File: src/autoneg_pkg.sv
// Constants and carrier types for the negotiation management registers.
package autoneg_pkg;

  // Register addresses on the serial management bus.
  localparam logic [4:0] ADDR_ID_HIGH = 5'h02;
  localparam logic [4:0] ADDR_ID_LOW = 5'h03;
  localparam logic [4:0] ADDR_LOCAL_ADV = 5'h04;
  localparam logic [4:0] ADDR_PARTNER_BASE = 5'h05;
  localparam logic [4:0] ADDR_EXPANSION = 5'h06;
  localparam logic [4:0] ADDR_NP_TX = 5'h07;
  localparam logic [4:0] ADDR_NP_RX = 5'h08;

  // Local advertisement layout.
  localparam logic [15:0] ADV_WR_MASK = 16'h31a0;
  localparam logic [15:0] ADV_RESET = 16'h01a0;
  localparam int ADV_NP_BIT = 15;
  localparam int ADV_HALF_BIT = 6;
  localparam int ADV_RF_HI = 13;
  localparam int ADV_RF_LO = 12;
  localparam int ADV_PAUSE_HI = 8;
  localparam int ADV_PAUSE_LO = 7;
  localparam logic [1:0] RF_NO_ERROR = 2'h0;
  localparam logic [1:0] PAUSE_BOTH = 2'h3;

  // Partner base page layout.
  localparam logic [15:0] PARTNER_MASK = 16'hf1e0;

  // Expansion word layout.
  localparam int EXP_NP_ABLE_BIT = 2;
  localparam int EXP_PAGE_RX_BIT = 1;

  // Next-page transmit layout.
  localparam logic [15:0] NPTX_WR_MASK = 16'hb7ff;
  localparam logic [15:0] NPTX_RESET = 16'h2001;
  localparam int NPTX_TOGGLE_BIT = 11;
  localparam int NP_MSG_PAGE_BIT = 13;

  // Management frame fields.
  localparam logic [1:0] OP_READ = 2'h2;
  localparam logic [1:0] OP_WRITE = 2'h1;
  localparam logic [3:0] HDR_LAST = 4'hb;
  localparam logic [3:0] DATA_LAST = 4'hf;
  localparam logic [3:0] TA_LAST = 4'h1;

  typedef enum logic [2:0] {
    S_IDLE = 3'b000,
    S_START = 3'b001,
    S_HDR = 3'b010,
    S_TA = 3'b011,
    S_DATA = 3'b100
  } mgmt_state_t;

  // A page handed over by the negotiation engine.
  typedef struct packed {
    logic load;
    logic base;
    logic [15:0] word;
  } page_in_t;

  // Local advertisement loaded from the configuration port.
  typedef struct packed {
    logic valid;
    logic [15:0] word;
  } adv_cfg_t;

endpackage : autoneg_pkg

File: src/autoneg_mgmt_registers.sv
// Negotiation management registers behind a serial management slave.
//------------------------------------------------------------------
// What this block does
// [RULE1] Words 2 and 3 return the organisation identifier; model, revision read zero.
// [RULE2] Remote fault field is writable and clears to 00 after negotiation.
// [RULE3] Pause field is writable, encodes four modes, resets to 11.
// [RULE4] Local next-page bit reads 0 and ignores writes.
// [RULE5] Full-duplex bit is writable, resets to 1, only advertised.
// [RULE6] Half-duplex bit always reads 0.
// [RULE7] Reserved advertisement bits read zero and discard writes.
// [RULE8] Advertisement may also be loaded through the configuration port.
// [RULE9] Word 5 shows the partner base page, read-only, reset to zero.
// [RULE10] Page-received flag sets on a new page, clears when read.
// [RULE11] Next-page-able bit in the expansion word always reads 1.
// [RULE12] Next-page transmit word holds writable bits; code defaults to null.
// [RULE13] Message-page bit selects message code or unformatted data.
// [RULE14] Transmit toggle bit alternates between successive next pages.
// [RULE15] Without next-page support the transmit word reads all zeros.
// [RULE16] Word 8 shows the partner next page, read-only, reset to zero.
// [RULE17] Undefined addresses read zero and ignore writes.
// [RULE18] Core reset, lost clock lock or soft reset restore all defaults.
// [RULE19] A stored partner page sets page-received in the same cycle.
//------------------------------------------------------------------
`timescale 1ns/10ps

module autoneg_mgmt_registers #(
  parameter bit NEXT_PAGE_EN = 1'b0,
  // Identifier values are arbitrary.
  parameter logic [15:0] ORG_ID_HIGH = 16'h5a5a,
  parameter logic [5:0] ORG_ID_LOW = 6'h2c
) (
  // Clock and resets
  input wire logic clk,
  input wire logic reset,
  input wire logic soft_reset,
  input wire logic clock_manager_locked,
  // Management pins
  input wire logic mdc,
  input wire logic mdio_in,
  output logic mdio_out,
  output logic mdio_oe_n,
  input wire logic [4:0] phy_addr,
  // Negotiation engine
  input wire autoneg_pkg::page_in_t page_in,
  input wire autoneg_pkg::adv_cfg_t adv_cfg,
  input wire logic an_complete,
  input wire logic np_sent,
  output logic [15:0] local_adv,
  output logic [15:0] np_tx_word
);
  import autoneg_pkg::*;

  //------------------------------------------------------------------
  // Synchronisers and reset
  //------------------------------------------------------------------
  logic mdc_s1_reg, mdc_s2_reg, mdc_prev_reg;
  logic mdio_s1_reg, mdio_s2_reg;
  logic lock_s1_reg, lock_s2_reg;
  logic mdc_rise;
  logic rst;

  always_ff @(posedge clk) begin
    if (reset) begin
      mdc_s1_reg <= 1'b0;
      mdc_s2_reg <= 1'b0;
      mdc_prev_reg <= 1'b0;
      mdio_s1_reg <= 1'b1;
      mdio_s2_reg <= 1'b1;
      lock_s1_reg <= 1'b0;
      lock_s2_reg <= 1'b0;
    end else begin
      mdc_s1_reg <= mdc;
      mdc_s2_reg <= mdc_s1_reg;
      mdc_prev_reg <= mdc_s2_reg;
      mdio_s1_reg <= mdio_in;
      mdio_s2_reg <= mdio_s1_reg;
      lock_s1_reg <= clock_manager_locked;
      lock_s2_reg <= lock_s1_reg;
    end
  end

  assign mdc_rise = mdc_s2_reg & ~mdc_prev_reg;
  assign rst = reset | soft_reset | ~lock_s2_reg; // RULE18

  //------------------------------------------------------------------
  // Management frame engine
  //------------------------------------------------------------------
  mgmt_state_t state_reg;
  logic [3:0] cnt_reg;
  logic [11:0] hdr_reg;
  logic [11:0] hdr_next;
  logic [4:0] addr_reg;
  logic rd_hit_reg, wr_hit_reg;
  logic [15:0] sh_reg;
  logic [15:0] rd_word;
  logic wr_en_reg;
  logic [4:0] wr_addr_reg;
  logic [15:0] wr_data_reg;
  logic rd_exp_reg;

  assign hdr_next = {hdr_reg[10:0], mdio_s2_reg};

  always_ff @(posedge clk) begin
    if (rst) begin
      state_reg <= S_IDLE;
      cnt_reg <= 4'h0;
      hdr_reg <= 12'h000;
      addr_reg <= 5'h00;
      rd_hit_reg <= 1'b0;
      wr_hit_reg <= 1'b0;
      sh_reg <= 16'h0000;
      mdio_out <= 1'b1;
      mdio_oe_n <= 1'b1;
      wr_en_reg <= 1'b0;
      wr_addr_reg <= 5'h00;
      wr_data_reg <= 16'h0000;
      rd_exp_reg <= 1'b0;
    end else begin
      wr_en_reg <= 1'b0;
      rd_exp_reg <= 1'b0;
      if (mdc_rise) begin
        unique case (state_reg)
          S_IDLE: begin
            if (!mdio_s2_reg) begin
              state_reg <= S_START;
            end
          end
          S_START: begin
            if (mdio_s2_reg) begin
              state_reg <= S_HDR;
              cnt_reg <= 4'h0;
            end
          end
          S_HDR: begin
            hdr_reg <= hdr_next;
            cnt_reg <= cnt_reg + 4'h1;
            if (cnt_reg == HDR_LAST) begin
              state_reg <= S_TA;
              cnt_reg <= 4'h0;
              addr_reg <= hdr_next[4:0];
              rd_hit_reg <= hdr_next[11:10] == OP_READ &&
                            hdr_next[9:5] == phy_addr;
              wr_hit_reg <= hdr_next[11:10] == OP_WRITE &&
                            hdr_next[9:5] == phy_addr;
            end
          end
          S_TA: begin
            cnt_reg <= cnt_reg + 4'h1;
            if (cnt_reg != TA_LAST) begin
              if (rd_hit_reg) begin
                mdio_oe_n <= 1'b0;
                mdio_out <= 1'b0;
                sh_reg <= rd_word;
                rd_exp_reg <= addr_reg == ADDR_EXPANSION; // RULE10
              end
            end else begin
              state_reg <= S_DATA;
              cnt_reg <= 4'h0;
              if (rd_hit_reg) begin
                mdio_out <= sh_reg[15];
                sh_reg <= {sh_reg[14:0], 1'b0};
              end
            end
          end
          S_DATA: begin
            cnt_reg <= cnt_reg + 4'h1;
            if (rd_hit_reg) begin
              mdio_out <= sh_reg[15];
              sh_reg <= {sh_reg[14:0], 1'b0};
            end else begin
              sh_reg <= {sh_reg[14:0], mdio_s2_reg};
            end
            if (cnt_reg == DATA_LAST) begin
              state_reg <= S_IDLE;
              mdio_oe_n <= 1'b1;
              mdio_out <= 1'b1;
              wr_en_reg <= wr_hit_reg;
              wr_addr_reg <= addr_reg;
              wr_data_reg <= {sh_reg[14:0], mdio_s2_reg};
            end
          end
          default: begin
            state_reg <= S_IDLE;
          end
        endcase
      end
    end
  end

  //------------------------------------------------------------------
  // Register storage
  //------------------------------------------------------------------
  logic [15:0] partner_base_reg;
  logic [15:0] np_rx_reg;
  logic page_rx_reg;
  logic wr_adv, wr_nptx;

  assign wr_adv = wr_en_reg && wr_addr_reg == ADDR_LOCAL_ADV;
  assign wr_nptx = wr_en_reg && wr_addr_reg == ADDR_NP_TX;

  always_ff @(posedge clk) begin
    if (rst) begin
      local_adv <= ADV_RESET; // RULE3 RULE5
    end else begin
      if (adv_cfg.valid) begin
        local_adv <= adv_cfg.word & ADV_WR_MASK; // RULE8
      end
      if (wr_adv) begin
        local_adv <= wr_data_reg & ADV_WR_MASK; // RULE4 RULE6 RULE7
      end
      if (an_complete) begin
        local_adv[ADV_RF_HI:ADV_RF_LO] <= RF_NO_ERROR; // RULE2
        if (wr_adv) begin
          local_adv[ADV_PAUSE_HI:ADV_PAUSE_LO] <=
            wr_data_reg[ADV_PAUSE_HI:ADV_PAUSE_LO];
        end
      end
    end
  end

  always_ff @(posedge clk) begin
    if (rst) begin
      np_tx_word <= NPTX_RESET; // RULE12
    end else begin
      if (wr_nptx) begin
        np_tx_word <= (wr_data_reg & NPTX_WR_MASK) |
                      (np_tx_word & ~NPTX_WR_MASK); // RULE12 RULE13
      end
      if (np_sent && NEXT_PAGE_EN) begin
        np_tx_word[NPTX_TOGGLE_BIT] <= ~np_tx_word[NPTX_TOGGLE_BIT]; // RULE14
      end
    end
  end

  always_ff @(posedge clk) begin
    if (rst) begin
      partner_base_reg <= 16'h0000;
      np_rx_reg <= 16'h0000;
    end else if (page_in.load) begin
      if (page_in.base) begin
        partner_base_reg <= page_in.word & PARTNER_MASK; // RULE9
      end else begin
        np_rx_reg <= page_in.word; // RULE16
      end
    end
  end

  always_ff @(posedge clk) begin
    if (rst) begin
      page_rx_reg <= 1'b0;
    end else if (page_in.load) begin
      page_rx_reg <= 1'b1; // RULE19 RULE10
    end else if (rd_exp_reg) begin
      page_rx_reg <= 1'b0; // RULE10
    end
  end

  //------------------------------------------------------------------
  // Read data selection
  //------------------------------------------------------------------
  always_comb begin
    rd_word = 16'h0000; // RULE17
    unique case (addr_reg)
      ADDR_ID_HIGH: rd_word = ORG_ID_HIGH; // RULE1
      ADDR_ID_LOW: rd_word = {ORG_ID_LOW, 10'h000}; // RULE1
      ADDR_LOCAL_ADV: rd_word = local_adv;
      ADDR_PARTNER_BASE: rd_word = partner_base_reg;
      ADDR_EXPANSION: begin
        rd_word[EXP_NP_ABLE_BIT] = 1'b1; // RULE11
        rd_word[EXP_PAGE_RX_BIT] = page_rx_reg;
      end
      ADDR_NP_TX: rd_word = NEXT_PAGE_EN ? np_tx_word : 16'h0000; // RULE15
      ADDR_NP_RX: rd_word = np_rx_reg;
      default: rd_word = 16'h0000; // RULE17
    endcase
  end
endmodule : autoneg_mgmt_registers

File: config.mk
export PLATFORM = sky130hd
export DESIGN_NAME = autoneg_mgmt_registers
export DESIGN_NICKNAME = d
export VERILOG_FILES = /design/src/autoneg_pkg.sv /design/src/autoneg_mgmt_registers.sv
export SDC_FILE = /design/constraint.sdc
export NUM_CORES = 1
export LEC_CHECK = 0
export BUFFER_PORTS_ARGS = -buffer_cell sky130_fd_sc_hd__buf_2
export CAP_MARGIN = 20
export CORE_ASPECT_RATIO = 1.1
export CORE_MARGIN = 2
export CORE_UTILIZATION = 45
export CTS_CLUSTER_DIAMETER = 50
export DETAILED_ROUTE_END_ITERATION = 8
export PLACE_DENSITY = 0.68
export SLEW_MARGIN = 20
export SYNTH_ARGS = -nofsm -noshare
export SYNTH_HDL_FRONTEND = slang
export SYNTH_SLANG_ARGS = --single-unit
export TNS_END_PERCENT = 50
File: constraint.sdc
create_clock -name clk -period 1.8 [get_ports clk]
set_input_delay 0.36 -clock clk [delete_from_list [all_inputs] [get_ports clk]]
set_output_delay 0.36 -clock clk [all_outputs]
set_load 0.05 [all_outputs]
# Word-level counts from Yosys, hierarchy flattened
# Index checks and enable logic that the tools add are counted.
classes:
  add_sub_neg: 1
  mul: 0
  n_div: 0
  order_cmp: 0
  eq_ne: 26
  n_shift: 0
  n_mux: 32
  n_bitwise: 13
  n_reduce_logical: 22
op_table:
  columns: ["op", "n"]
  rows:
  - ["$pmux W13 S5", 1]
  - ["$mux W16", 3]
  - ["$pmux W16 S2", 1]
  - ["$mux W14", 2]
  - ["$eq A5 B3 Y1 const B", 5]
  - ["$or A16 B15 Y16", 1]
  - ["$pmux W4 S4", 1]
  - ["$mux W3", 5]
  - ["$pmux W3 S5", 1]
  - ["$reduce_and A3 Y1", 5]
  - ["$ne A2 B2 Y1 const B", 7]
  - ["$mux W4", 3]
  - ["$eq A5 B2 Y1 const B", 2]
  - ["$mux W1", 10]
  - ["$not A1 Y1", 9]
  - ["$eq A4 B4 Y1 const B", 2]
  - ["$eq A3 B2 Y1 const B", 2]
  - ["$pmux W2 S3", 1]
  - ["$reduce_and A2 Y1", 3]
  - ["$reduce_and A6 Y1", 1]
  - ["$reduce_bool A2 Y1", 3]
  - ["$eq A5 B4 Y1 const B", 1]
  - ["$eq A5 B5 Y1", 1]
  - ["$reduce_and A5 Y1", 1]
  - ["other kinds (17)", 23]
word_totals:
  regBits: 119
  latch_bits: 0
  mem_bits_rw: 0
  romBits: 0
  in_bits: 48
  wordCells: 121
  mem_count: 0

# Logic depth before layout (Yosys ltp)
# Gate-level depths: netlist of the first run.
depth:
  word_depth: 5
  ltp_mapped: 8
  depth_no_buf: 6

# Least setup slack after synthesis of the first run
# Ideal clock, no wire load.
synth_path:
  path_type: "register -> register"
  startpoint: "reg state_reg[1]"
  endpoint: "reg wr_addr_reg[0]"
  setup_ns: 0.132
  arrival_time_ns: 1.612
  required_time_ns: 1.668
  slack_ns: 0.056
  stages_incl_launch_ff: 9
  synth_period_minus_slack_ns: 1.744
  path_cell_list: "dfxtp_1 buf_6 or3b_1 buf_2 or3_1 buf_6 buf_6 nand2_1 a21oi_1"
synth_between:
  elab_chain_cells: 2
synth_lines:
  columns: ["item", "line_no", "rtl"]
  rows:
  - ["start, declared", "autoneg_mgmt_registers.sv:88", "mgmt_state_t state_reg;"]
  - ["start signal, assigned", "autoneg_mgmt_registers.sv:105", "state_reg <= S_IDLE;"]
  - ["start signal, assigned", "autoneg_mgmt_registers.sv:125", "state_reg <= S_START;"]
  - ["start signal, assigned", "autoneg_mgmt_registers.sv:130", "state_reg <= S_HDR;"]
  - ["$eq A3 B3 Y1", "autoneg_mgmt_registers.sv:122", "unique case (state_reg)"]
  - ["$reduce_and A3 Y1 (no source line)", null, null]
  - ["end signal, assigned", "autoneg_mgmt_registers.sv:178", "wr_addr_reg <= addr_reg;"]
  - ["end, declared", "autoneg_mgmt_registers.sv:97", "logic [4:0] wr_addr_reg;"]
# No other way between the ends.
# A chain may end at the register's enable or synchronous reset.

# Final worst setup path of the first run
layout_path:
  startpoint: "reg cnt_reg[1]"
  endpoint: "reg sh_reg[13]"
layout_between:
  elab_chain_cells: 3
layout_lines:
  columns: ["item", "line_no", "rtl"]
  rows:
  - ["start, declared", "autoneg_mgmt_registers.sv:89", "logic [3:0] cnt_reg;"]
  - ["start signal, assigned", "autoneg_mgmt_registers.sv:136", "cnt_reg <= cnt_reg + 4'h1;"]
  - ["start signal, assigned", "autoneg_mgmt_registers.sv:148", "cnt_reg <= cnt_reg + 4'h1;"]
  - ["start signal, assigned", "autoneg_mgmt_registers.sv:166", "cnt_reg <= cnt_reg + 4'h1;"]
  - ["$ne A4 B1 Y1", "autoneg_mgmt_registers.sv:149", "if (cnt_reg != TA_LAST) begin"]
  - ["$mux W16", "autoneg_mgmt_registers.sv:149", null]
  - ["$pmux W16 S2", "autoneg_mgmt_registers.sv:122", null]
  - ["end signal, assigned", "autoneg_mgmt_registers.sv:153", "sh_reg <= rd_word;"]
  - ["end signal, assigned", "autoneg_mgmt_registers.sv:161", "sh_reg <= {sh_reg[14:0], 1'b0};"]
  - ["end signal, assigned", "autoneg_mgmt_registers.sv:169", "sh_reg <= {sh_reg[14:0], 1'b0};"]
  - ["end, declared", "autoneg_mgmt_registers.sv:94", "logic [15:0] sh_reg;"]
# No other way between the ends.

==> results of run 1 <==
[placed cells by master, fill, tap and decap left out, types with 14 or more instances in the layout]
master,netlist,routed
buf_2,16,56
clkbuf_16,0,17
nand3_1,14,14
inv_1,15,14
o21ai_0,15,15
dfxtp_1,115,112
mux2i_1,36,36
a21oi_1,64,64
buf_4,13,38
nor2_1,36,36
nand2_1,118,117
[cell type report]
type	count	area, µm²	area share
Inverter	15	56.30	0.008883
Multi-Input combinational cell	430	2554	0.4029
Clock inverter	6	80.08	0.01263
Clock buffer	24	471.7	0.07442
Sequential cell	115	2308	0.3642
Tap cell	147	183.9	0.02902
Timing Repair Buffer	101	684.4	0.1080
[metrics by stage]
step           power, µW  cell area [µm²]
2_1_floorplan       2768             5171
3_3_place_gp        2805             5710
3_5_place_dp        2809             5710
4_1_cts             5970             6287
5_1_grt             6108             6339
6_report            5908             6339
[per-layer routing]
layer / global-route usage / vias to the layer above / wire length (µm)
met5: 0 / - / 0
met4: 0.08596 / 0 / 265
met3: 0.05287 / 18 / 491
met2: 0.3652 / 102 / 5996
met1: 0.2448 / 2084 / 5307
li1: - / 2233 / -
[what timing repair did]
| action | CTS | global route |
|---|---|---|
| pin swaps | 0 | 2 |
| endpoints found under the hold margin | 0 | 0 |
| resized for setup | 6 | 17 |
| gates cloned | 0 | 1 |
| endpoints found under the setup margin | 7 | 20 |
| hold buffers | 0 | 0 |
[report_power, final]
part | switching [µW] | internal, µW | total, µW
sequential | 6.58 | 2560 | 2570
combinational | 134 | 59.7 | 193
clock | 1070 | 2080 | 3150
total | 1210 | 4700 | 5910
[critical path, stage by stage, from the launching register on]
cell and delay, ns:
dfxtp_4 0.36, inv_2 0.04, ha_4 0.15, buf_4 0.14, nor3b_2 0.16, nor3_2 0.29
buf_4 0.22, o311ai_1 0.13, a31oi_1 0.19
[synthesized netlist by cell type (4+ instances only)]
| cell type | number | area [µm²] |
|---|---|---|
| nor3_1 | 10 | 50.05 |
| nand3b_1 | 6 | 45.04 |
| inv_1 | 15 | 56.30 |
| clkbuf_1 | 26 | 97.59 |
| nand2_1 | 118 | 442.9 |
| dfxtp_1 | 115 | 2302 |
| mux2i_1 | 36 | 360.4 |
| a31oi_1 | 12 | 75.07 |
| xnor2_1 | 4 | 35.03 |
| o21ai_0 | 15 | 75.07 |
| nand2b_1 | 5 | 31.28 |
| nor3b_1 | 5 | 37.54 |
| o211ai_1 | 11 | 82.58 |
| nor2b_1 | 10 | 62.56 |
| nand3_1 | 14 | 70.07 |
| buf_2 | 16 | 80.08 |
| o32ai_1 | 5 | 43.79 |
| a21oi_1 | 64 | 320.3 |
| buf_4 | 13 | 97.59 |
| nor2_1 | 36 | 135.1 |
[worst paths after layout]
| path | endpoint | depth (start not counted) |
|---|---|---|
| worst max-delay path | sh_reg[13] | 8 |
| worst min register to register | mdio_s2_reg | 1 |
| worst max register to register | sh_reg[13] | 8 |
| worst min-delay path | mdio_s1_reg | 2 |
[cells by family after synthesis]
group	after synthesis	synth area share
other	1	0.0007315
muxes	39	0.07689
DFF	115	0.4491
adders and majority gates	2	0.004881
AOI/OAI and AO/OA	135	0.1604
buffers and inverters	78	0.07542
and+or+nand+nor	236	0.2241
xor gates and xnor gates	5	0.008542
==> key figures, run 1 <==
Run status
  – Outcome: finished, final reports clean

Routing
  – Drt pass-1 iters: 4
  – Vias per std cell: approximately 5.3
  – # DRC: 0
  – Total Wirelength: around 12 mm
  – Iter 0 DRT Violations: 207
  – Routed WL per cell: roughly 14 µm
  – DRT antenna net count: 0
  – Vias: roughly 4400

STA
  – Final worst-path cycle share: 0.9759
  – # setup viols final: 0
  – TNS Setup: 0 ns
  – Minimum clock period: between 1.5 and 2 ns
  – Final hold slack: between 0.1 and 0.15 ns
  – F_max: ~570 MHz
  – Setup Skew: 0.009082 ns
  – Slew margin rel.: 0.5949
  – Final WS setup: 0.04342 ns
  – Final hold violations: 0
  – Max-slew violations: 0
  – Unrepaired setup endpoints after global routing: true
  – Measured slew at the worst slew-check pin: approximately 0.61 ns

Power
  – Leakage: approximately 0.0022 µW
  – Pwr dens: 932.0 nW/µm²
  – Peak supply drop: 0.0004738 V

Clocking
  – TritonCTS Buffers: 17
  – CTS tree: done
  – Clock Tree Buf Depth: 2
  – Setup bufs post-CTS: 0
  – Clk pin slew, worst setup/hold paths: around 0.05 ns
  – Root buffer cell: clkbuf_16
  – Clk sink count: about 120
  – CTS H-tree lvls: 4
  – Worst-Skew Late Latency: just over 0.4 ns

Die
  – Die height: approximately 120 µm
  – Starting density of the core: 0.4656
  – Io pins: between 80 and 90
  – Die Wd: around 110 µm
  – Core Region: approximately 11000 µm²
  – Full die area: roughly 12000 µm²
  – Row cnt: 40

Placed design
  – Place WS: -0.08705 ns
  – Port Buf Inserts: between 50 and 60
  – DP Wirelength: around 8.5 mm
  – Inst Count DP: slightly above 800
  – Placer Congestion: between 0.9 and 1

Cells and area
  – Layout Utilization: 0.5757
  – Nets: between 700 and 800
  – Fraction of layout cells with a size suffix above 1: 0.2229
  – Area Overhead vs Synth: 23.65%
  – Fillers: 1023
  – Final Non-Filler Cells: 838
  – # diodes: 0

Synth
  – Asr flop ratio synth: 0
  – Ys flop type: dfxtp_1
  – Mapped Area: around 5100 µm²
  – Syn. warnings: 0
  – Syn Area/Cell: roughly 8.4 µm²
  – Count of flip-flops with a built-in enable after synthesis: 0
  – Register area share after synthesis: 0.4491
  – Cell variety after synth: between 60 and 70
  – Yosys reg bits: about 120
  – Post-Synthesis Cells: around 610

Critical path
  – Nature of the critical path endpoint: register
  – Reg2reg start: cnt_reg[1]
  – Largest fanout on the critical path: 7
  – Kind of critical path: reg2reg
  – Worst Setup SP: cnt_reg[1]
  – WP data arrival: around 2.1 ns
  – Reg2reg setup slack: between 0.04 and 0.05 ns
  – Crit start category: register
  – Worst path required time: ~2.1 ns

GRT
  – Global Route Usage Sum: 0.2084
  – Congestion Overflow GR: 0
  – Largest net degree at the start of global routing: 42
  – Vias in the first global route: around 4300
  – First-pass GRT wire length: between 20 and 25 mm
  – Initial antenna violation count: 0

Hold path
  – Min-delay worst type: in2reg
  – Hold Startpoint: mdio_in

Flow run
  – Max cap viols: 0
Note: power is estimated with default switching activity, not from simulation.
==> inputs of run 2 (changes only) <==
--- a/config.mk
+++ b/config.mk
@@ -6,12 +6,13 @@
 export NUM_CORES = 1
 export LEC_CHECK = 0
 export BUFFER_PORTS_ARGS = -buffer_cell sky130_fd_sc_hd__buf_2
-export CAP_MARGIN = 20
+export CAP_MARGIN = 0
 export CORE_ASPECT_RATIO = 1.1
 export CORE_MARGIN = 2
 export CORE_UTILIZATION = 45
 export CTS_CLUSTER_DIAMETER = 50
 export DETAILED_ROUTE_END_ITERATION = 8
+export MAX_ROUTING_LAYER = met4
 export PLACE_DENSITY = 0.68
 export SLEW_MARGIN = 20
 export SYNTH_ARGS = -nofsm -noshare
==> key figures, run 2 (synthesis gave the netlist of run 1 again) <==
Critical path
  – Nature of the critical path endpoint: register
  – Kind of critical path: reg2reg
  – CP endpoint: sh_reg[13]
  – Reg2reg path depth: 8
  – Worst path required time: around 2.1 ns
  – Reg2reg setup slack: 0.05 ns
  – Reg2reg start: cnt_reg[1]
  – WP data arrival: about 2.1 ns
  – Worst Setup SP: cnt_reg[1]
  – Largest fanout on the critical path: 7
  – Crit start category: register
  – Reg2reg end: sh_reg[13]

Routing
  – Top Metal Used: met4
  – Vias per std cell: between 5 and 6
  – Met2 routed WL: ~6 mm
  – Drt pass-1 iters: 4
  – Total Wirelength: 12.14 mm
  – Iter 0 DRT Violations: 221
  – Met1 Routed Length: about 5.4 mm
  – Met3 WL: approximately 460 µm
  – # DRC: 0
  – DRT antenna net count: 0
  – Routed WL per cell: 14.49 µm
  – Vias: roughly 4400

Clocking
  – TritonCTS Buffers: 17
  – Root buffer cell: clkbuf_16
  – Clock Tree Buf Depth: 2
  – Clk sink count: between 100 and 150
  – CTS tree: done
  – Setup bufs post-CTS: 0
  – Worst-Skew Late Latency: between 0.4 and 0.5 ns
  – CTS H-tree lvls: 4
  – Clk pin slew, worst setup/hold paths: roughly 0.050 ns

Die
  – Die Wd: roughly 110 µm
  – Core Region: 11010 µm²
  – Die height: between 100 and 150 µm
  – Io pins: just over 80
  – Starting density of the core: 0.4656
  – Full die area: ~12000 µm²
  – Row cnt: 40

Cells and area
  – Most frequent cells in the layout: nand2_1, dfxtp_1, a21oi_1
  – Fraction of layout cells with a size suffix above 1: 0.2229
  – Fillers: between 1000 and 1500
  – Commonest non-fill, non-tap cell in the layout: nand2_1
  – Nets: 730
  – Multi-input logic area: roughly 2600 µm²
  – Area Overhead vs Synth: 23.65%
  – Register Area: between 2000 and 2500 µm²
  – # diodes: 0

Placed design
  – DP Wirelength: 8.496 mm
  – Port Buf Inserts: 56
  – Placer Congestion: 0.9518

GRT
  – Vias in the first global route: ~4300
  – Largest net degree at the start of global routing: between 40 and 50
  – Congestion Overflow GR: 0
  – Initial antenna violation count: 0
  – Global Route Usage Sum: 0.2144
  – First-pass GRT wire length: 20.17 mm

STA
  – F_max: between 500 and 600 MHz
  – Measured slew at the worst slew-check pin: between 0.6 and 0.7 ns
  – Setup Skew: around 0.0057 ns
  – Slew margin rel.: 0.5954
  – Final hold violations: 0
  – Unrepaired setup endpoints after global routing: true
  – Minimum clock period: around 1.7 ns
  – Final hold slack: 0.1294 ns
  – Max-slew violations: 0
  – Final worst-path cycle share: 0.9704
  – # setup viols final: 0
  – TNS Setup: 0 ns

Run status
  – Outcome: finished, final reports clean

Power
  – Peak supply drop: roughly 0.00047 V
  – Pwr dens: a little over 900 nW/µm²
  – Leakage: between 0.002 and 0.0025 µW

Hold path
  – Min-delay worst type: in2reg

Flow run
  – Max cap viols: 0
[run 2: timing repair]
| item | in CTS | in global routing |
|---|---|---|
| gates resized for setup | 6 | 17 |
| cloned | 0 | 1 |
| endpoints found under the setup margin | 7 | 20 |
| pin swaps | 0 | 2 |
| hold buffers | 0 | 0 |
[run 2: critical path, stage by stage (launching register included)]
cell and delay, ns:
dfxtp_4 0.36, inv_2 0.04, ha_4 0.15, buf_4 0.14, nor3b_2 0.16, nor3_2 0.28
buf_4 0.21, o311ai_1 0.13, a31oi_1 0.19
[run 2: metal layers]
layer | global-route usage | vias to the layer above
li1 | - | 2235
met1 | 0.2459 | 2092
met2 | 0.3634 | 93
met3 | 0.04949 | 21
met4 | 0.08860 | 0
met5 | - | -
[run 2: area by class of cell]
cell class / count / area share
tap: 147 / 0.02902
clock buffer: 24 / 0.07442
multi-input combinational: 430 / 0.4029
timing repair buffer: 101 / 0.1080
clock inverter: 6 / 0.01263
inverter: 15 / 0.008883
sequential: 115 / 0.3642
[run 2: report_power, final]
| part | internal [µW] | total, µW | switching, µW |
|---|---|---|---|
| Combinational | 59.7 | 194 | 134 |
| Clock | 2080 | 3160 | 1080 |
| Sequential | 2560 | 2560 | 6.64 |
| Total | 4700 | 5920 | 1220 |
[run 2: stage by stage]
stage          power, µW  std cells  utilization  area [µm²]  setup WS, ns
2_1_floorplan       2768        623            -        5171       0.05583
3_3_place_gp        2805        807       0.5186        5710      -0.05294
3_5_place_dp        2809        807       0.5186        5710      -0.08705
4_1_cts             5970        837       0.5710        6287       0.01375
5_1_grt             6105        838       0.5757        6339      -0.04911
6_report            5917        838       0.5757        6339       0.05336
[run 2: how the worst min path moves through the flow]
stage               cells past startpoint         from  slack, ns          end
detailed placement                      1  mdio_s1_reg       0.39  mdio_s2_reg
CTS                                     2      mdio_in       0.12  mdio_s1_reg
finish                                  2      mdio_in       0.13  mdio_s1_reg
global placement                        1  mdio_s1_reg       0.39  mdio_s2_reg
global route                            2      mdio_in       0.13  mdio_s1_reg
floorplan                               1  mdio_s1_reg       0.39  mdio_s2_reg
==> inputs of run 3 (changes only) <==
--- a/config.mk
+++ b/config.mk
@@ -13,7 +13,7 @@
 export CTS_CLUSTER_DIAMETER = 50
 export DETAILED_ROUTE_END_ITERATION = 8
 export MAX_ROUTING_LAYER = met4
-export PLACE_DENSITY = 0.68
+export PLACE_DENSITY = 0.69
 export SLEW_MARGIN = 20
 export SYNTH_ARGS = -nofsm -noshare
 export SYNTH_HDL_FRONTEND = slang
==> key figures, run 3 (synthesis gave the netlist of run 1 again) <==
Die
  – Io pins: 82
  – Full die area: ~12000 µm²
  – Starting density of the core: 0.4656
  – Core Region: ~11000 µm²
  – Die height: around 120 µm
  – Die Wd: around 110 µm
  – Row cnt: 40

Clocking
  – Worst-Skew Late Latency: between 0.4 and 0.5 ns
  – Root buffer cell: clkbuf_16
  – Clock Tree Buf Depth: 2
  – CTS tree: done
  – CTS hold repair buffers: 0
  – Clk pin slew, worst setup/hold paths: 0.05 ns
  – Clk sink count: around 120
  – CTS H-tree lvls: 4
  – TritonCTS Buffers: 17

Cells and area
  – Most frequent cells in the layout: nand2_1, dfxtp_1, a21oi_1
  – Fraction of layout cells with a size suffix above 1: 0.2219
  – Layout Utilization: 0.5800
  – Register Area: approximately 2300 µm²
  – Area Overhead vs Synth: 24.58%
  – # diodes: 0
  – Nets: just over 700
  – Finished Cell Area: between 6000 and 7000 µm²
  – Fillers: 988
  – Commonest non-fill, non-tap cell in the layout: nand2_1
  – Final Non-Filler Cells: between 800 and 900
  – Multi-input logic area: approximately 2500 µm²

STA
  – Max-slew violations: 0
  – Final worst-path cycle share: 0.9937
  – Measured slew at the worst slew-check pin: 0.5982 ns
  – F_max: approximately 560 MHz
  – Final hold violations: 0
  – Minimum clock period: between 1.5 and 2 ns
  – Final hold slack: around 0.13 ns
  – Unrepaired setup endpoints after global routing: true
  – Slew margin rel.: 0.6012
  – Setup Skew: between 0.005 and 0.006 ns
  – # setup viols final: 0
  – TNS Setup: 0 ns

Routing
  – Top Metal Used: met4
  – Iter 0 DRT Violations: 223
  – Met3 WL: around 530 µm
  – Met1 Routed Length: 5.221 mm
  – DRT antenna net count: 0
  – # DRC: 0
  – Drt pass-1 iters: 5
  – Vias: around 4400
  – Routed WL per cell: 14.60 µm
  – Total Wirelength: about 12 mm
  – Met2 routed WL: slightly above 6 mm
  – Vias per std cell: roughly 5.3

GRT
  – First-pass GRT wire length: just over 20 mm
  – Congestion Overflow GR: 0
  – Largest net degree at the start of global routing: 42
  – Vias in the first global route: 4311
  – Initial antenna violation count: 0
  – Global Route Usage Sum: 0.2154

Power
  – Pwr dens: 1046 nW/µm²
  – Sw frac: 0.2005
  – Share of power burned in registers: 0.384
  – Peak supply drop: about 0.00053 V
  – Combinational share of power: 0.029
  – NetSw: ~1300 µW
  – Leakage: approximately 0.0022 µW
  – Clk pwr share: 0.587
  – Pint: around 5300 µW

Run status
  – Outcome: finished, final reports clean

Placed design
  – Inst Count DP: 800
  – DP Area: between 5000 and 6000 µm²
  – Placer Congestion: around 0.87
  – DP Wirelength: 8.294 mm
  – Port Buf Inserts: 56

Critical path
  – Kind of critical path: reg2reg
  – WP data arrival: approximately 2.1 ns
  – Largest fanout on the critical path: 11
  – Worst path required time: ~2.2 ns
  – Crit start category: register
  – Nature of the critical path endpoint: register

Flow run
  – Max cap viols: 0

Hold path
  – Min-delay worst type: in2reg
-- run 3: final timing paths --
kind / start / endpoint / slack (ns) / cells after the start
hold / removal: mdio_in / mdio_s1_reg / 0.13 / 2
setup reg to reg: cnt_reg[3] / wr_hit_reg / 0.01 / 4
hold reg to reg: mdio_s1_reg / mdio_s2_reg / 0.41 / 1
setup / recovery: cnt_reg[3] / wr_hit_reg / 0.01 / 4
-- run 3: per-layer routing --
layer / vias up / track usage
li1: 2209 / -
met3: 25 / 0.05231
met1: 2100 / 0.2420
met4: 0 / 0.09561
met2: 97 / 0.3660
met5: - / -
-- run 3: final cells by class --
| class | count | share of cell area |
|---|---|---|
| Sequential cell | 115 | 0.3607 |
| Multi-Input combinational cell | 430 | 0.3993 |
| Clock buffer | 17 | 0.06661 |
| Tap cell | 147 | 0.02880 |
| Timing Repair Buffer | 94 | 0.09502 |
| Clock inverter | 14 | 0.04075 |
| Inverter | 15 | 0.008817 |
-- run 3: power by group through the flow --
| stage | Combinational (µW) | Clock [µW] | Sequential (µW) |
|---|---|---|---|
| finish | 195 | 3920 | 2560 |
| global route | 211 | 4080 | 2560 |
| CTS | 194 | 3950 | 2560 |
| detailed placement | 193 | 0 | 2620 |
| global placement | 189 | 0 | 2620 |
| floorplan | 152 | 0 | 2620 |
-- run 3: stage by stage --
| stage | setup WS [ns] | total power (µW) |
|---|---|---|
| after floorplan | 0.05583 | 2768 |
| after global placement | 0.005773 | 2806 |
| after detailed placement | -0.08224 | 2811 |
| after CTS | 0.01174 | 6706 |
| after global routing | -0.04871 | 6854 |
| final | 0.01138 | 6677 |
-- run 3: critical path, cell delays in order (launching register included) --
cell and delay (ns):
dfxtp_1 0.53, nand3b_1 0.18, or4_1 0.54, nor4_4 0.32, a32o_1 0.16
-- run 3: timing repair --
action                                 4_1_cts  5_1_grt
cloned                                       0        1
endpoints found under the hold margin        0        0
gates resized for setup                      3       15
setup endpoints to repair                   22       36
buffers inserted                             0        0
